[config.mk]
export PLATFORM = sky130hd
export DESIGN_NAME = sxu_top
export DESIGN_NICKNAME = d
export VERILOG_FILES = /design/src/hw/sxu_pkg.sv /design/src/hw/sxu_sync2.sv /design/src/hw/sxu_decode.sv /design/src/hw/sxu_top.sv
export VERILOG_INCLUDE_DIRS = /design/src /design/src/hw
export SDC_FILE = /design/constraint.sdc
export NUM_CORES = 1
export LEC_CHECK = 0
export BUFFER_PORTS_ARGS = -buffer_cell sky130_fd_sc_hd__clkbuf_2
export CAP_MARGIN = 5
export CORE_MARGIN = 2
export CORE_UTILIZATION = 39
export CTS_CLUSTER_SIZE = 12
export DETAILED_ROUTE_END_ITERATION = 10
export PLACE_DENSITY = 0.76
export SYNTH_ARGS = -nofsm -noshare
export SYNTH_HDL_FRONTEND = slang
export SYNTH_SLANG_ARGS = --single-unit
[constraint.sdc]
create_clock -name core_clk_i -period 2.2 [get_ports core_clk_i]
set_input_delay 0.11 -clock core_clk_i [delete_from_list [all_inputs] [get_ports core_clk_i]]
set_output_delay 0.11 -clock core_clk_i [all_outputs]
set_load 0.01 [all_outputs]
[src/hw/sxu_cfg.svh]
`ifndef SXU_CFG_SVH
`define SXU_CFG_SVH

// Datapath widths
`define SXU_XLEN 32
`define SXU_CODE_W 5
`define SXU_COPN_W 2

// Cause codes, one distinct value per exception type
`define SXU_CODE_NONE 5'h00
`define SXU_CODE_IBE 5'h06
`define SXU_CODE_DBE 5'h07
`define SXU_CODE_SYS 5'h08
`define SXU_CODE_BP 5'h09
`define SXU_CODE_RI 5'h0a
`define SXU_CODE_CPU 5'h0b

// Normal instruction fields
`define SXU_OP_MSB 31
`define SXU_OP_LSB 26
`define SXU_FN_MSB 5
`define SXU_FN_LSB 0
`define SXU_RT_MSB 20
`define SXU_RT_LSB 16
`define SXU_COPN_MSB 27
`define SXU_COPN_LSB 26
`define SXU_COPHI_MSB 31
`define SXU_COPHI_LSB 28
`define SXU_OP_SPECIAL 6'h00
`define SXU_OP_REG_IMMEDIATE_GROUP 6'h01
`define SXU_OP_COP_HI 4'h4
`define SXU_FN_SYSTEM_CALL_INSTRUCTION 6'h0c
`define SXU_FN_BREAK 6'h0d

// Defined-opcode and 64-bit-opcode tables, one bit per code
`define SXU_MAJOR_DEF 64'hbcff_bcff_cf00_ffff
`define SXU_MAJOR_WIDE 64'h8090_8080_0f00_0000
`define SXU_SPECIAL_DEF 64'hdddd_f3ff_ffff_33d5
`define SXU_SPECIAL_WIDE 64'hddd0_f000_00f0_0094
`define SXU_REG_IMMEDIATE_GROUP_DEF 32'h000f_5f0f

// Compact instruction fields and tables
`define SXU_C_OP_MSB 15
`define SXU_C_OP_LSB 11
`define SXU_C_RR_MSB 4
`define SXU_C_RR_LSB 0
`define SXU_C_I8_MSB 10
`define SXU_C_I8_LSB 8
`define SXU_C_OP_RR 5'h1d
`define SXU_C_OP_I8 5'h0c
`define SXU_C_RR_BREAK 5'h05
`define SXU_C_RR_DEF 32'hfffb_1fa1
`define SXU_C_I8_DEF 8'h7f

// Reset value of the restart address
`define SXU_ADDR_RST 32'h0000_0000

`endif

[src/hw/sxu_pkg.sv]
`include "sxu_cfg.svh"

package sxu_pkg;

  // Control states
  typedef enum logic [1:0] {
    SXU_ST_IDLE = 2'b01,
    SXU_ST_FLUSH = 2'b10
  } sxu_state_t;

  // Instruction in the stage where exceptions are taken
  typedef struct packed {
    logic valid;
    logic [`SXU_XLEN-1:0] word;
    logic [`SXU_XLEN-1:0] pc;
    logic [`SXU_XLEN-1:0] prev_pc;
    logic in_delay_slot;
    logic after_extend;
    logic isa_compact;
  } sxu_issue_t;

  // Outstanding memory access that may end in a bus error
  typedef struct packed {
    logic active;
    logic is_fetch;
    logic [`SXU_XLEN-1:0] pc;
    logic [`SXU_XLEN-1:0] prev_pc;
    logic in_delay_slot;
    logic after_extend;
    logic isa_compact;
  } sxu_access_t;

  // Processor mode seen by the checks
  typedef struct packed {
    logic kernel;
    logic wide_user;
    logic [3:0] cop_usable;
    logic compact_en;
    logic streaming;
  } sxu_mode_t;

  // What gets written when an exception is taken
  typedef struct packed {
    logic [`SXU_CODE_W-1:0] code;
    logic [`SXU_COPN_W-1:0] coproc;
    logic [`SXU_XLEN-1:0] restart;
    logic delay_slot;
  } sxu_record_t;

endpackage : sxu_pkg

[src/hw/sxu_sync2.sv]
`timescale 1ns/100ps
`default_nettype none

module sxu_sync2 (
  input wire logic core_clk_i,
  input wire logic rst_b_i,
  input wire logic async_i,
  output logic sync_o
);

  logic meta_r;

  // Two-stage synchroniser; the first stage feeds only the second
  always_ff @(posedge core_clk_i) begin
    if (!rst_b_i) begin
      meta_r <= 1'b0;
      sync_o <= 1'b0;
    end else begin
      meta_r <= async_i;
      sync_o <= meta_r;
    end
  end

endmodule : sxu_sync2

`default_nettype wire

[src/hw/sxu_decode.sv]
`timescale 1ns/100ps
`default_nettype none
`include "sxu_cfg.svh"

module sxu_decode (
  input wire logic [`SXU_XLEN-1:0] word_i,
  input wire logic compact_i,
  input wire sxu_pkg::sxu_mode_t mode_i,
  output logic system_call_instruction_o,
  output logic break_o,
  output logic reserved_o,
  output logic cop_unusable_o,
  output logic [`SXU_COPN_W-1:0] cop_num_o
);

  logic [5:0] op;
  logic [5:0] fn;
  logic [4:0] rt;
  logic [4:0] c_op;
  logic [4:0] c_rr;
  logic [2:0] c_i8;
  logic is_cop;
  logic wide_ok;
  logic [63:0] major_def;
  logic [63:0] major_wide;
  logic [63:0] special_def;
  logic [63:0] special_wide;
  logic [31:0] reg_immediate_group_def;
  logic [31:0] c_rr_def;
  logic [7:0] c_i8_def;

  // Opcode, function and rt fields are looked at; in the special group code bits 25..6 are free
  assign op = word_i[`SXU_OP_MSB:`SXU_OP_LSB];
  assign fn = word_i[`SXU_FN_MSB:`SXU_FN_LSB];
  assign rt = word_i[`SXU_RT_MSB:`SXU_RT_LSB];
  assign c_op = word_i[`SXU_C_OP_MSB:`SXU_C_OP_LSB];
  assign c_rr = word_i[`SXU_C_RR_MSB:`SXU_C_RR_LSB];
  assign c_i8 = word_i[`SXU_C_I8_MSB:`SXU_C_I8_LSB];
  assign major_def = `SXU_MAJOR_DEF;
  assign major_wide = `SXU_MAJOR_WIDE;
  assign special_def = `SXU_SPECIAL_DEF;
  assign special_wide = `SXU_SPECIAL_WIDE;
  assign reg_immediate_group_def = `SXU_REG_IMMEDIATE_GROUP_DEF;
  assign c_rr_def = `SXU_C_RR_DEF;
  assign c_i8_def = `SXU_C_I8_DEF;

  // Kernel always runs 64-bit operations, whatever the wide-address bit says
  assign wide_ok = mode_i.kernel | mode_i.wide_user;

  assign is_cop = !compact_i && (word_i[`SXU_COPHI_MSB:`SXU_COPHI_LSB] == `SXU_OP_COP_HI);
  assign cop_num_o = word_i[`SXU_COPN_MSB:`SXU_COPN_LSB];

  // Kernel mode bypasses only the system-coprocessor usable check
  assign cop_unusable_o = is_cop && !mode_i.cop_usable[cop_num_o] &&
                          !(cop_num_o == 2'h0 && mode_i.kernel);

  assign system_call_instruction_o = !compact_i && op == `SXU_OP_SPECIAL && fn == `SXU_FN_SYSTEM_CALL_INSTRUCTION;
  assign break_o = compact_i ? (c_op == `SXU_C_OP_RR && c_rr == `SXU_C_RR_BREAK) :
                   (op == `SXU_OP_SPECIAL && fn == `SXU_FN_BREAK);

  // Undefined opcodes per group, plus 64-bit ones when not allowed
  always_comb begin
    reserved_o = 1'b0;
    if (compact_i) begin
      if (c_op == `SXU_C_OP_RR) reserved_o = !c_rr_def[c_rr];
      if (c_op == `SXU_C_OP_I8) reserved_o = !c_i8_def[c_i8];
    end else if (op == `SXU_OP_SPECIAL) begin
      reserved_o = !special_def[fn] || (special_wide[fn] && !wide_ok);
    end else if (op == `SXU_OP_REG_IMMEDIATE_GROUP) begin
      reserved_o = !reg_immediate_group_def[rt];
    end else begin
      reserved_o = !major_def[op] || (major_wide[op] && !wide_ok);
    end
  end

endmodule : sxu_decode

`default_nettype wire

[src/hw/sxu_top.sv]
`timescale 1ns/100ps
`default_nettype none

// Field positions, codes and reset values
`include "sxu_cfg.svh"

module sxu_top (
  input wire logic core_clk_i,
  input wire logic rst_b_i,
  input wire sxu_pkg::sxu_issue_t issue_i,
  input wire sxu_pkg::sxu_access_t access_i,
  input wire sxu_pkg::sxu_mode_t mode_i,
  input wire logic bus_error_i,
  output logic exc_take_o,
  output logic common_vector_o,
  output logic flush_o,
  output logic [`SXU_CODE_W-1:0] cause_code_field_o,
  output logic [`SXU_COPN_W-1:0] coproc_num_o,
  output logic [`SXU_XLEN-1:0] restart_address_o,
  output logic delay_slot_flag_o
);

  // Control state and its next value
  sxu_pkg::sxu_state_t state_r;
  sxu_pkg::sxu_state_t state_nxt;

  // Chosen record and the candidates it is picked from
  sxu_pkg::sxu_record_t rec_nxt;
  sxu_pkg::sxu_record_t issue_rec;
  sxu_pkg::sxu_record_t access_rec;
  sxu_pkg::sxu_record_t stream_rec;

  // Take decision and the cleaned bus error pin
  logic take_nxt;
  logic bus_error_s;
  logic bus_error_hit;

  // Decoder results for the issuing instruction
  logic dec_system_call_instruction;
  logic dec_break;
  logic dec_reserved;
  logic dec_cop_unusable;
  logic [`SXU_COPN_W-1:0] dec_cop_num;
  logic issue_live;

  // One qualified request per exception source
  logic take_bus;
  logic take_cop;
  logic take_ri;
  logic take_sys;
  logic take_bp;

  // Restart address and slot flag for one instruction.
  // Extend followers only count as slot entries while compact mode is on.
  function automatic sxu_pkg::sxu_record_t sxu_restart(
    input logic [`SXU_XLEN-1:0] pc,
    input logic [`SXU_XLEN-1:0] prev_pc,
    input logic in_slot,
    input logic after_ext,
    input logic isa_compact,
    input logic compact_en
  );
    sxu_pkg::sxu_record_t r;
    logic use_prev;
    r = '0;
    use_prev = in_slot | (compact_en & after_ext);
    r.delay_slot = use_prev;
    r.restart = use_prev ? prev_pc : pc;
    if (compact_en) begin
      r.restart[0] = isa_compact;
    end
    return r;
  endfunction : sxu_restart

  // Pin from board logic is asynchronous to the core; clean it first.
  // The two flops cost two cycles of latency, so the access must still be
  // outstanding when the cleaned level arrives.
  // A strobe shorter than one clock period can be missed, so board logic
  // is expected to hold it for at least a full cycle.
  sxu_sync2 u_berr_sync (
    .core_clk_i(core_clk_i),
    .rst_b_i(rst_b_i),
    .async_i(bus_error_i),
    .sync_o(bus_error_s)
  );

  // Instruction checks for the issuing instruction
  sxu_decode u_decode (
    .word_i(issue_i.word),
    .compact_i(issue_i.isa_compact & mode_i.compact_en),
    .mode_i(mode_i),
    .system_call_instruction_o(dec_system_call_instruction),
    .break_o(dec_break),
    .reserved_o(dec_reserved),
    .cop_unusable_o(dec_cop_unusable),
    .cop_num_o(dec_cop_num)
  );

  // A bus error only counts while a qualifying access is still outstanding;
  // stray pulses between accesses are dropped on purpose.
  // No mask or enable input exists anywhere in this path.
  assign bus_error_hit = bus_error_s & access_i.active;

  // The pipeline is being flushed during the flush state, so the
  // instruction then presented is a dead one and must not trap.
  assign issue_live = issue_i.valid & (state_r == sxu_pkg::SXU_ST_IDLE);

  // Qualified requests, one per source. The flush cycle refuses them all,
  // so a take is never followed at once by a second one that would
  // overwrite the record before the handler has seen it.
  assign take_bus = (state_r == sxu_pkg::SXU_ST_IDLE) & bus_error_hit;
  assign take_cop = issue_live & dec_cop_unusable;
  assign take_ri = issue_live & dec_reserved;
  assign take_sys = issue_live & dec_system_call_instruction;
  assign take_bp = issue_live & dec_break;

  // Record for the instruction now in the exception stage;
  // used by every instruction check and by streaming bus errors
  always_comb begin
    issue_rec = sxu_restart(issue_i.pc, issue_i.prev_pc, issue_i.in_delay_slot,
                            issue_i.after_extend, issue_i.isa_compact,
                            mode_i.compact_en);
  end

  // Record for the instruction that owns the outstanding access;
  // it may have left the stage long before the error comes back
  always_comb begin
    access_rec = sxu_restart(access_i.pc, access_i.prev_pc, access_i.in_delay_slot,
                             access_i.after_extend, access_i.isa_compact,
                             mode_i.compact_en);
  end

  // Streaming lets later instructions run ahead of the refill, so the
  // restart point is the valid instruction now in the stage, else the access owner.
  // Handlers must not assume the restart names the faulting access then.
  always_comb begin
    stream_rec = issue_i.valid ? issue_rec : access_rec;
  end

  // Select the exception to take. A bus error belongs to an access that
  // was started earlier, so it beats anything the issuing instruction does.
  // Among instruction checks the order is coprocessor, reserved, call, break;
  // a coprocessor word also counts as reserved, as the major table leaves its opcodes undefined.
  // Fields that a cause does not use are written as zero, never left over
  // from the previous exception, so the handler never sees a stale mix.
  always_comb begin
    take_nxt = 1'b0;
    rec_nxt = '0;
    if (take_bus) begin
      // Record of the access owner, or of a valid stage instruction when streaming
      take_nxt = 1'b1;
      rec_nxt = mode_i.streaming ? stream_rec : access_rec;
      rec_nxt.code = access_i.is_fetch ? `SXU_CODE_IBE : `SXU_CODE_DBE;
      rec_nxt.coproc = '0;
    end else if (take_cop) begin
      // Only this cause reports a coprocessor number
      take_nxt = 1'b1;
      rec_nxt = issue_rec;
      rec_nxt.code = `SXU_CODE_CPU;
      rec_nxt.coproc = dec_cop_num;
    end else if (take_ri) begin
      // Undefined opcode, or a 64-bit one where it is not allowed
      take_nxt = 1'b1;
      rec_nxt = issue_rec;
      rec_nxt.code = `SXU_CODE_RI;
      rec_nxt.coproc = '0;
    end else if (take_sys) begin
      // The handler steps the restart past the call itself
      take_nxt = 1'b1;
      rec_nxt = issue_rec;
      rec_nxt.code = `SXU_CODE_SYS;
      rec_nxt.coproc = '0;
    end else if (take_bp) begin
      // Code bits of the breakpoint word stay free for the handler
      take_nxt = 1'b1;
      rec_nxt = issue_rec;
      rec_nxt.code = `SXU_CODE_BP;
      rec_nxt.coproc = '0;
    end
  end

  // Restart address advance after a call or break is left to the handler;
  // the hardware saves the trapping instruction itself, or the one before it when in a slot.

  // Flow: a taken exception spends one cycle flushing, then goes back idle.
  // That single cycle is what spaces two takes at least two cycles apart.
  always_comb begin
    state_nxt = state_r;
    unique case (state_r)
      sxu_pkg::SXU_ST_IDLE: begin
        if (take_nxt) begin
          state_nxt = sxu_pkg::SXU_ST_FLUSH;
        end
      end
      sxu_pkg::SXU_ST_FLUSH: begin
        state_nxt = sxu_pkg::SXU_ST_IDLE;
      end
      default: begin
        state_nxt = sxu_pkg::SXU_ST_IDLE;
      end
    endcase
  end

  // State register
  always_ff @(posedge core_clk_i) begin
    if (!rst_b_i) begin
      state_r <= sxu_pkg::SXU_ST_IDLE;
    end else begin
      state_r <= state_nxt;
    end
  end

  // Flush level mirrors the flush state so the pipeline kills its contents;
  // it is registered so the pipeline sees a clean level with no glitches
  always_ff @(posedge core_clk_i) begin
    if (!rst_b_i) begin
      flush_o <= 1'b0;
    end else begin
      flush_o <= (state_nxt == sxu_pkg::SXU_ST_FLUSH);
    end
  end

  // One-cycle take pulse; no enable gates it, so nothing can mask a take
  always_ff @(posedge core_clk_i) begin
    if (!rst_b_i) begin
      exc_take_o <= 1'b0;
    end else begin
      exc_take_o <= take_nxt;
    end
  end

  // Every exception handled here goes to the common vector; the special
  // refill vectors belong to other units and never come from this block.
  always_ff @(posedge core_clk_i) begin
    if (!rst_b_i) begin
      common_vector_o <= 1'b0;
    end else begin
      common_vector_o <= take_nxt;
    end
  end

  // Cause code holds until the next exception overwrites it,
  // so a handler may read it at any time after the take pulse;
  // a pulse alone would be lost if the handler is slow to start.
  always_ff @(posedge core_clk_i) begin
    if (!rst_b_i) begin
      cause_code_field_o <= `SXU_CODE_NONE;
    end else if (take_nxt) begin
      cause_code_field_o <= rec_nxt.code;
    end
  end

  // Coprocessor number; zero for every cause but coprocessor unusable,
  // so software never reads a number left from an older exception
  always_ff @(posedge core_clk_i) begin
    if (!rst_b_i) begin
      coproc_num_o <= '0;
    end else if (take_nxt) begin
      coproc_num_o <= rec_nxt.coproc;
    end
  end

  // Restart address; in compact mode bit 0 carries the instruction mode,
  // which the handler must keep when it returns
  always_ff @(posedge core_clk_i) begin
    if (!rst_b_i) begin
      restart_address_o <= `SXU_ADDR_RST;
    end else if (take_nxt) begin
      restart_address_o <= rec_nxt.restart;
    end
  end

  // Delay-slot flag, written on every take: set in a slot, cleared
  // otherwise, so it always matches the restart address beside it
  always_ff @(posedge core_clk_i) begin
    if (!rst_b_i) begin
      delay_slot_flag_o <= 1'b0;
    end else if (take_nxt) begin
      delay_slot_flag_o <= rec_nxt.delay_slot;
    end
  end

endmodule : sxu_top

`default_nettype wire

# Word-level counts from Yosys, hierarchy flattened
# Memories as Yosys holds them, arrays and structs flattened.
# Cells that the tools add are included.
[totals]
rom_bits = 328
output_inout_bits = 43
register_bits = 46
inputBits = 180
n_memories = 7
wordCells = 101
[op_classes]
bitwise_logic = 13
reduce_logical = 23
n_eq_ne = 9
mux = 34
magnitude_cmp = 6
[memory_table]
columns = ["name", "words", "width", "read_ports", "rd_ports_with_merged_regs", "wr", "line_no", "rtl"]
rows = [
  ["(no name shown)", 64, 1, 1, 0, 0, "sxu_decode.sv:68", "reserved_o = !special_def[fn] || (special_wide[fn] && !wide_ok);"],
  ["(no name shown)", 64, 1, 1, 0, 0, "sxu_decode.sv:68", ""],
  ["(no name shown)", 64, 1, 1, 0, 0, "sxu_decode.sv:72", "reserved_o = !major_def[op] || (major_wide[op] && !wide_ok);"],
  ["(no name shown)", 64, 1, 1, 0, 0, "sxu_decode.sv:72", ""],
  ["(no name shown)", 32, 1, 1, 0, 0, "sxu_decode.sv:65", "if (c_op == `SXU_C_OP_RR) reserved_o = !c_rr_def[c_rr];"],
  ["(no name shown)", 32, 1, 1, 0, 0, "sxu_decode.sv:70", "reserved_o = !reg_immediate_group_def[rt];"],
  ["1 more memories", "-", "-", "-", "-", "-", "-", ""],
]
[ops]
columns = ["operator", "n"]
rows = [
  ["$mux W39", 5],
  ["$mux W33", 2],
  ["$mux W32", 2],
  ["$mux W1", 22],
  ["$lt A6 B7 Y1 const B", 2],
  ["$eq A6 B4 Y1 const B", 2],
  ["$lt A5 B6 Y1 const B", 2],
  ["$and A1 B1 Y1", 10],
  ["$logic_and A1 B1 Y1", 10],
  ["$logic_not A1 Y1", 9],
  ["$eq A6 B1 Y1 const B", 1],
  ["$logic_not A6 Y1", 1],
  ["$eq A5 B3 Y1 const B", 1],
  ["$eq A5 B4 Y1 const B", 1],
  ["$eq A5 B5 Y1 const B", 1],
  ["$eq A4 B3 Y1 const B", 1],
  ["$lt A3 B4 Y1 const B", 1],
  ["$mux W2", 2],
  ["$lt A2 B3 Y1 const B", 1],
  ["$or A1 B1 Y1", 3],
  ["$bmux W1 S2", 1],
  ["$eq A2 B1 Y1 const B", 1],
  ["$eq A2 B2 Y1 const B", 1],
  ["$logic_not A2 Y1", 1],
  ["$logic_or A1 B1 Y1", 2],
]

# Depth between registers and ports, before layout
[logic_depth]
word_depth = 14
ltp_mapped = 10
ltp_nobuf = 9

# By module
# A second synthesis with hierarchy kept.
[unflattened]
cells_unflattened = 367
hier_area_um2 = 3180.6
[modules_own_cells]
columns = ["mod", "n_inst", "cells_each", "area_each_um2", "seq_area_each_um2"]
rows = [
  ["sxu_top", 1, 290, 2620.0, 860.8],
  ["sxu_decode", 1, 73, 508.0, 0.0],
  ["sxu_sync2", 1, 4, 52.6, 40.0],
]

# Worst setup path after synthesis
# Ideal clock, no wire load.
[synth_path]
kind = "reg-to-reg"
from = "register state_r[0]"
to = "register cause_code_field_o[0]"
t_arrival_ps = 1749
synth_period_minus_slack_ps = 1869
path_stages_with_launch = 7
setup_time_ps = 120
setup_slack_ps = 331
cell_sequence = "dfxtp_1 -> nor2b_1 -> nand2_1 -> or4_4 -> and2_4 -> and3_1 -> o31a_1"
[synth_via]
elab_chain_len = 8
elab_cells_between_ends = 17
classes_between = "1 x eq/ne; 10 x mux; 6 x bitwise"
[synth_lines]
columns = ["item", "line_no", "rtl"]
rows = [
  ["start, declared", "sxu_top.sv:24", "sxu_pkg::sxu_state_t state_r;"],
  ["start signal, assigned", "sxu_top.sv:207", "state_r <= sxu_pkg::SXU_ST_IDLE;"],
  ["start signal, assigned", "sxu_top.sv:209", "state_r <= state_nxt;"],
  ["$eq A2 B1 Y1 (*)", "sxu_top.sv:106, sxu_top.sv:111", ""],
  ["$and A1 B1 Y1", "sxu_top.sv:106", "assign issue_live = issue_i.valid & (state_r == sxu_pkg::SXU_ST_IDLE);"],
  ["$and A1 B1 Y1", "sxu_top.sv:115", "assign take_bp = issue_live & dec_break;"],
  ["$mux W39 or $mux W1 (tied branches)", "sxu_top.sv:173", "end else if (take_bp) begin"],
  ["$mux W39 or $mux W1 (tied branches)", "sxu_top.sv:167", "end else if (take_sys) begin"],
  ["$mux W39 or $mux W1 (tied branches)", "sxu_top.sv:161", "end else if (take_ri) begin"],
  ["$mux W39 or $mux W1 (tied branches)", "sxu_top.sv:155", "end else if (take_cop) begin"],
  ["$mux W39 or $mux W1 (tied branches)", "sxu_top.sv:149", "if (take_bus) begin"],
  ["end signal, assigned", "sxu_top.sv:247", "cause_code_field_o <= `SXU_CODE_NONE;"],
  ["end signal, assigned", "sxu_top.sv:249", "cause_code_field_o <= rec_nxt.code;"],
  ["end, declared", "sxu_top.sv:17", "output logic [`SXU_CODE_W-1:0] cause_code_field_o,"],
]
# Mark *: on every way between the ends. The rest lies on a longest branch, timed or not.
# A chain may end at the register's enable or synchronous reset.

# Worst setup path in the final report
[layout_path]
from = "input issue_i[94] (netlist name)"
to = "register restart_address_o[28]"
[layout_via]
elab_chain_len = 11
elab_cells_between_ends = 38
classes_between = "1 x eq/ne; 18 x mux; 4 x bitwise; 13 x reduce/logical; 2 x memory"
[layout_lines]
columns = ["item", "line_no", "rtl"]
rows = [
  ["start, declared", "sxu_top.sv:10", "input wire sxu_pkg::sxu_issue_t issue_i,"],
  ["$mem_v2 Z64 W1", "-", ""],
  ["$mux W1 (not written as such)", "sxu_decode.sv:72", ""],
  ["$logic_not A1 Y1 or $logic_and A1 B1 Y1 (tied branches)", "sxu_decode.sv:72", ""],
  ["$logic_or A1 B1 Y1", "sxu_decode.sv:72", ""],
  ["$mux W1", "sxu_decode.sv:69", "end else if (op == `SXU_OP_REG_IMMEDIATE_GROUP) begin"],
  ["$mux W1", "sxu_decode.sv:67", "end else if (op == `SXU_OP_SPECIAL) begin"],
  ["$mux W1", "sxu_decode.sv:64", "if (compact_i) begin"],
  ["$and A1 B1 Y1", "sxu_top.sv:113", "assign take_ri = issue_live & dec_reserved;"],
  ["$mux W39 or $mux W1 (tied branches)", "sxu_top.sv:161", ""],
  ["$mux W39 or $mux W1 (tied branches)", "sxu_top.sv:155", ""],
  ["$mux W39 or $mux W1 (tied branches)", "sxu_top.sv:149", ""],
  ["end signal, assigned", "sxu_top.sv:267", "restart_address_o <= `SXU_ADDR_RST;"],
  ["end signal, assigned", "sxu_top.sv:269", "restart_address_o <= rec_nxt.restart;"],
  ["end, declared", "sxu_top.sv:19", "output logic [`SXU_XLEN-1:0] restart_address_o,"],
]
# Parallel ways exist; a longest one is shown, timed or not. The select of a mux whose other input is x is not followed.

==> flow_metrics.py <==
metrics = {
    "global_route": {
        "grt_pass1_wl_mm": 15.77,
        "grt_max_degree": 41,
        "grt_pass1_vias": 3510,
        "antenna_found_initial": 0,
        "grt_overflow": 0,
        "grt_usage_pct": 21.52,
    },
    "sta": {
        "slew_violations": 0,
        "hold_viol_final": 0,
        "tightest_slew_ns": 0.7095,
        "setup_tns_ns": 0,
        "max_freq_mhz": 507.5,
        "relSlewSlack_pct": 52.70,
        "fin_crit_ns": 1.970,
        "rsz0062_at_grt": "false",
        "post-route-period-util_pct": 89.56,
        "hold_ws_ns": 0.05455,
        "setup_viol": 0,
        "fin_skew_ns": 0.004894,
    },
    "die": {
        "die-area_um2": 9061,
        "num_rows": 33,
        "initial_utilization_pct": 39.87,
        "io_pins": 223,
        "chipHeight_um": 95.19,
        "coreArea_um2": 8134,
        "die_width_um": 95.19,
    },
    "synth": {
        "syn_area_per_cell_um2": 7.354,
        "synth_edf_count": 0,
        "yosysSeqAreaShare_pct": 27.78,
        "async_flop_share_pct": 0,
        "yosys.area.top_type": "dfxtp_1",
        "ys_seq_elements": 45,
        "synthFlopType": "dfxtp_1",
        "synth_area_leaders": "dfxtp_1 28%, mux2i_1 11%, nand2_1 10%, a21oi_1 4.5%, a31oi_1 4.1%",
        "synth_top_area_share_pct": 27.78,
        "yosysWarningCount": 0,
        "ys_types": 54,
        "syn_inst": 441,
        "syn_nets": 628,
        "mappedNetlistArea_um2": 3243,
    },
    "finish": {
        "syn_to_final_growth_pct": 39.93,
        "final_cell_area_um2": 4538,
        "antenna_cells": 0,
        "nets": 829,
        "utilization_pct": 55.79,
        "final_cell_mix": "213 x clkbuf_2, 87 x nand2_1, 45 x dfxtp_1",
        "final_layout_size_suffix_gt1_share_pct": 38.63,
        "layout_commonest_cell": "clkbuf_2",
    },
    "cts": {
        "cts_resized": 0,
        "postCtsSetupBuffers": 0,
        "cts-root-buf": "clkbuf_8",
        "cts-htree-levels": 2,
        "clockBufferDepth": 2,
        "cts_tree": "built",
        "hold_buffers": 0,
        "cts_inserted_buffers": 5,
        "insertion_delay_ns": 0.29,
        "cts.sinks": 45,
        "path_clk_slew_ns": 0.08,
    },
    "critical_path": {
        "rrSetupSlack_ns": 0.29,
        "worstSetupStartpoint": "issue_i[94]",
        "required_ns": 2.39,
        "crit_chain": "clkbuf_2 -> inv_1 -> ha_1 -> nand3b_1 -> o2111ai_1 -> o211ai_1 -> o311ai_2 -> o31a_2 -> a21oi_2 -> buf_12 -> a211oi_1",
        "arrival_ns": 2.17,
        "max_stage_delay_ns": 0.43,
        "critPathBufInv": 3,
        "cp_slowest_cell": "o311ai_2",
        "crit_family": "compound AO/OA/AOI/OAI gates",
        "cp-start-kind": "input pin",
        "r2r_end": "restart_address_o[0]",
        "r2r_start": "state_r[0]",
        "cp-end-kind": "flip-flop",
        "reg2regPathDepth": 7,
        "crit_type": "input pin to flip-flop",
        "crit_path_max_fanout": 13,
    },
    "placement": {
        "place_area_um2": 4452,
        "numPortBuffers": 213,
        "routabilityCongestion": 0.8595,
        "dpl.hpwl_mm": 8.320,
    },
    "power_and_ir_drop": {
        "switching_share_pct": 30.83,
        "vdd_ir_drop_max_mv": 0.4062,
        "p_seq_share_pct": 43.1,
        "power.internal_mw": 1.462,
        "finalPower_mw": 2.114,
        "p_leak_nw": 2.277,
        "p_per_area_nw_per_um2": 465.8,
        "combPwrFrac_pct": 32.8,
        "power_frac_clock_pct": 24.1,
        "p_switching_uw": 651.7,
    },
    "routing": {
        "drtPass1Iterations": 5,
        "wl_per_cell_um": 14.16,
        "routed_wirelength_mm": 10.58,
        "drc_errors": 0,
        "vias_per_cell": 5.274,
        "first_iter_violations": 138,
        "vias": 3940,
        "ant_nets": 0,
    },
    "outcome": {
        "status": "finished, final reports clean",
    },
    "worst_hold_path": {
        "hold_start": "bus_error_i",
        "hold_end": "u_berr_sync.meta_r",
        "hold_path_class": "input pin to flip-flop",
        "hold_path_depth": 2,
    },
    "run": {
        "cap_violations": 0,
    },
}
## cell type report
cell class                      instances  area (um^2)
Fill cell                             827         3596
Multi-Input combinational cell        350         2155
Timing Repair Buffer                  229         1224
Sequential cell                        45        900.9
Tap cell                              105        131.4
Clock buffer                            7        86.33
Inverter                               11        41.29
## power groups by stage
stage / registers (mW) / logic (mW) / clock network (mW)
3_3_place_gp: 0.927 / 0.676 / 0
3_5_place_dp: 0.930 / 0.694 / 0
6_report: 0.911 / 0.693 / 0.510
5_1_grt: 0.919 / 0.761 / 0.559
2_1_floorplan: 0.956 / 0.340 / 0
4_1_cts: 0.911 / 0.696 / 0.530
## how the worst max path moves through the flow
stage | end | slack, ns | cells past startpoint
finish | restart_address_o[28] | 0.23 | 11
global route | restart_address_o[31] | 0.08 | 11
CTS | restart_address_o[28] | 0.22 | 11
detailed placement | restart_address_o[28] | -0.08 | 11
global placement | restart_address_o[23] | 0.03 | 11
floorplan | cause_code_field_o[0] | 0.33 | 6
## kinds of logic after synthesis
group,Yosys count,synth area share (%)
mux,36,11.50
simple gates,174,24.50
other cells,1,0.1156
flops,45,27.78
fa+ha+maj,7,2.700
compound gates,132,26.81
buf+inv,46,6.597
## metrics by stage
stage	std cells	setup WS [ns]
after floorplan	441	0.3314
after global placement	740	0.03437
after detailed placement	740	-0.08168
after CTS	747	0.2231
after global routing	747	0.08028
final	747	0.2296
## layer usage
layer  part of all wire, %  up-vias  GRT usage, %
li1                      -     1978             -
met1                    40     1799         23.71
met2                    51      151         41.61
met3                   7.0       12         3.794
met4                   1.1        0         6.159
met5                     0        -             0
## registers in the layout, indices dropped and copies added (netlist names)
signal              flops
delay_slot_flag_o       1
u_berr_sync.meta_r      1
restart_address_o      32
state_r                 2
common_vector_o         1
u_berr_sync.sync_o      1
coproc_num_o            2
flush_o                 1
cause_code_field_o      4
## cell usage after synthesis (all sizes together) (2+ instances only)
| library cell | instances |
|---|---|
| a32oi | 4 |
| inv | 11 |
| o21ai | 26 |
| clkbuf | 19 |
| nand3 | 16 |
| a21oi | 30 |
| and3 | 2 |
| a21boi | 22 |
| o31a | 2 |
| or3 | 2 |
| o211ai | 2 |
| nand2b | 3 |
| nor2b | 2 |
| ha | 7 |
| nor4 | 3 |
| nor3 | 17 |
| a211oi | 13 |
| a31oi | 21 |
| o31ai | 2 |
| nand2 | 88 |
| mux2i | 35 |
| dfxtp | 45 |
| buf | 16 |
| a21o | 3 |
| and2 | 5 |
| nand3b | 2 |
| nor2 | 27 |
Note: power is estimated with default switching activity, not from simulation.
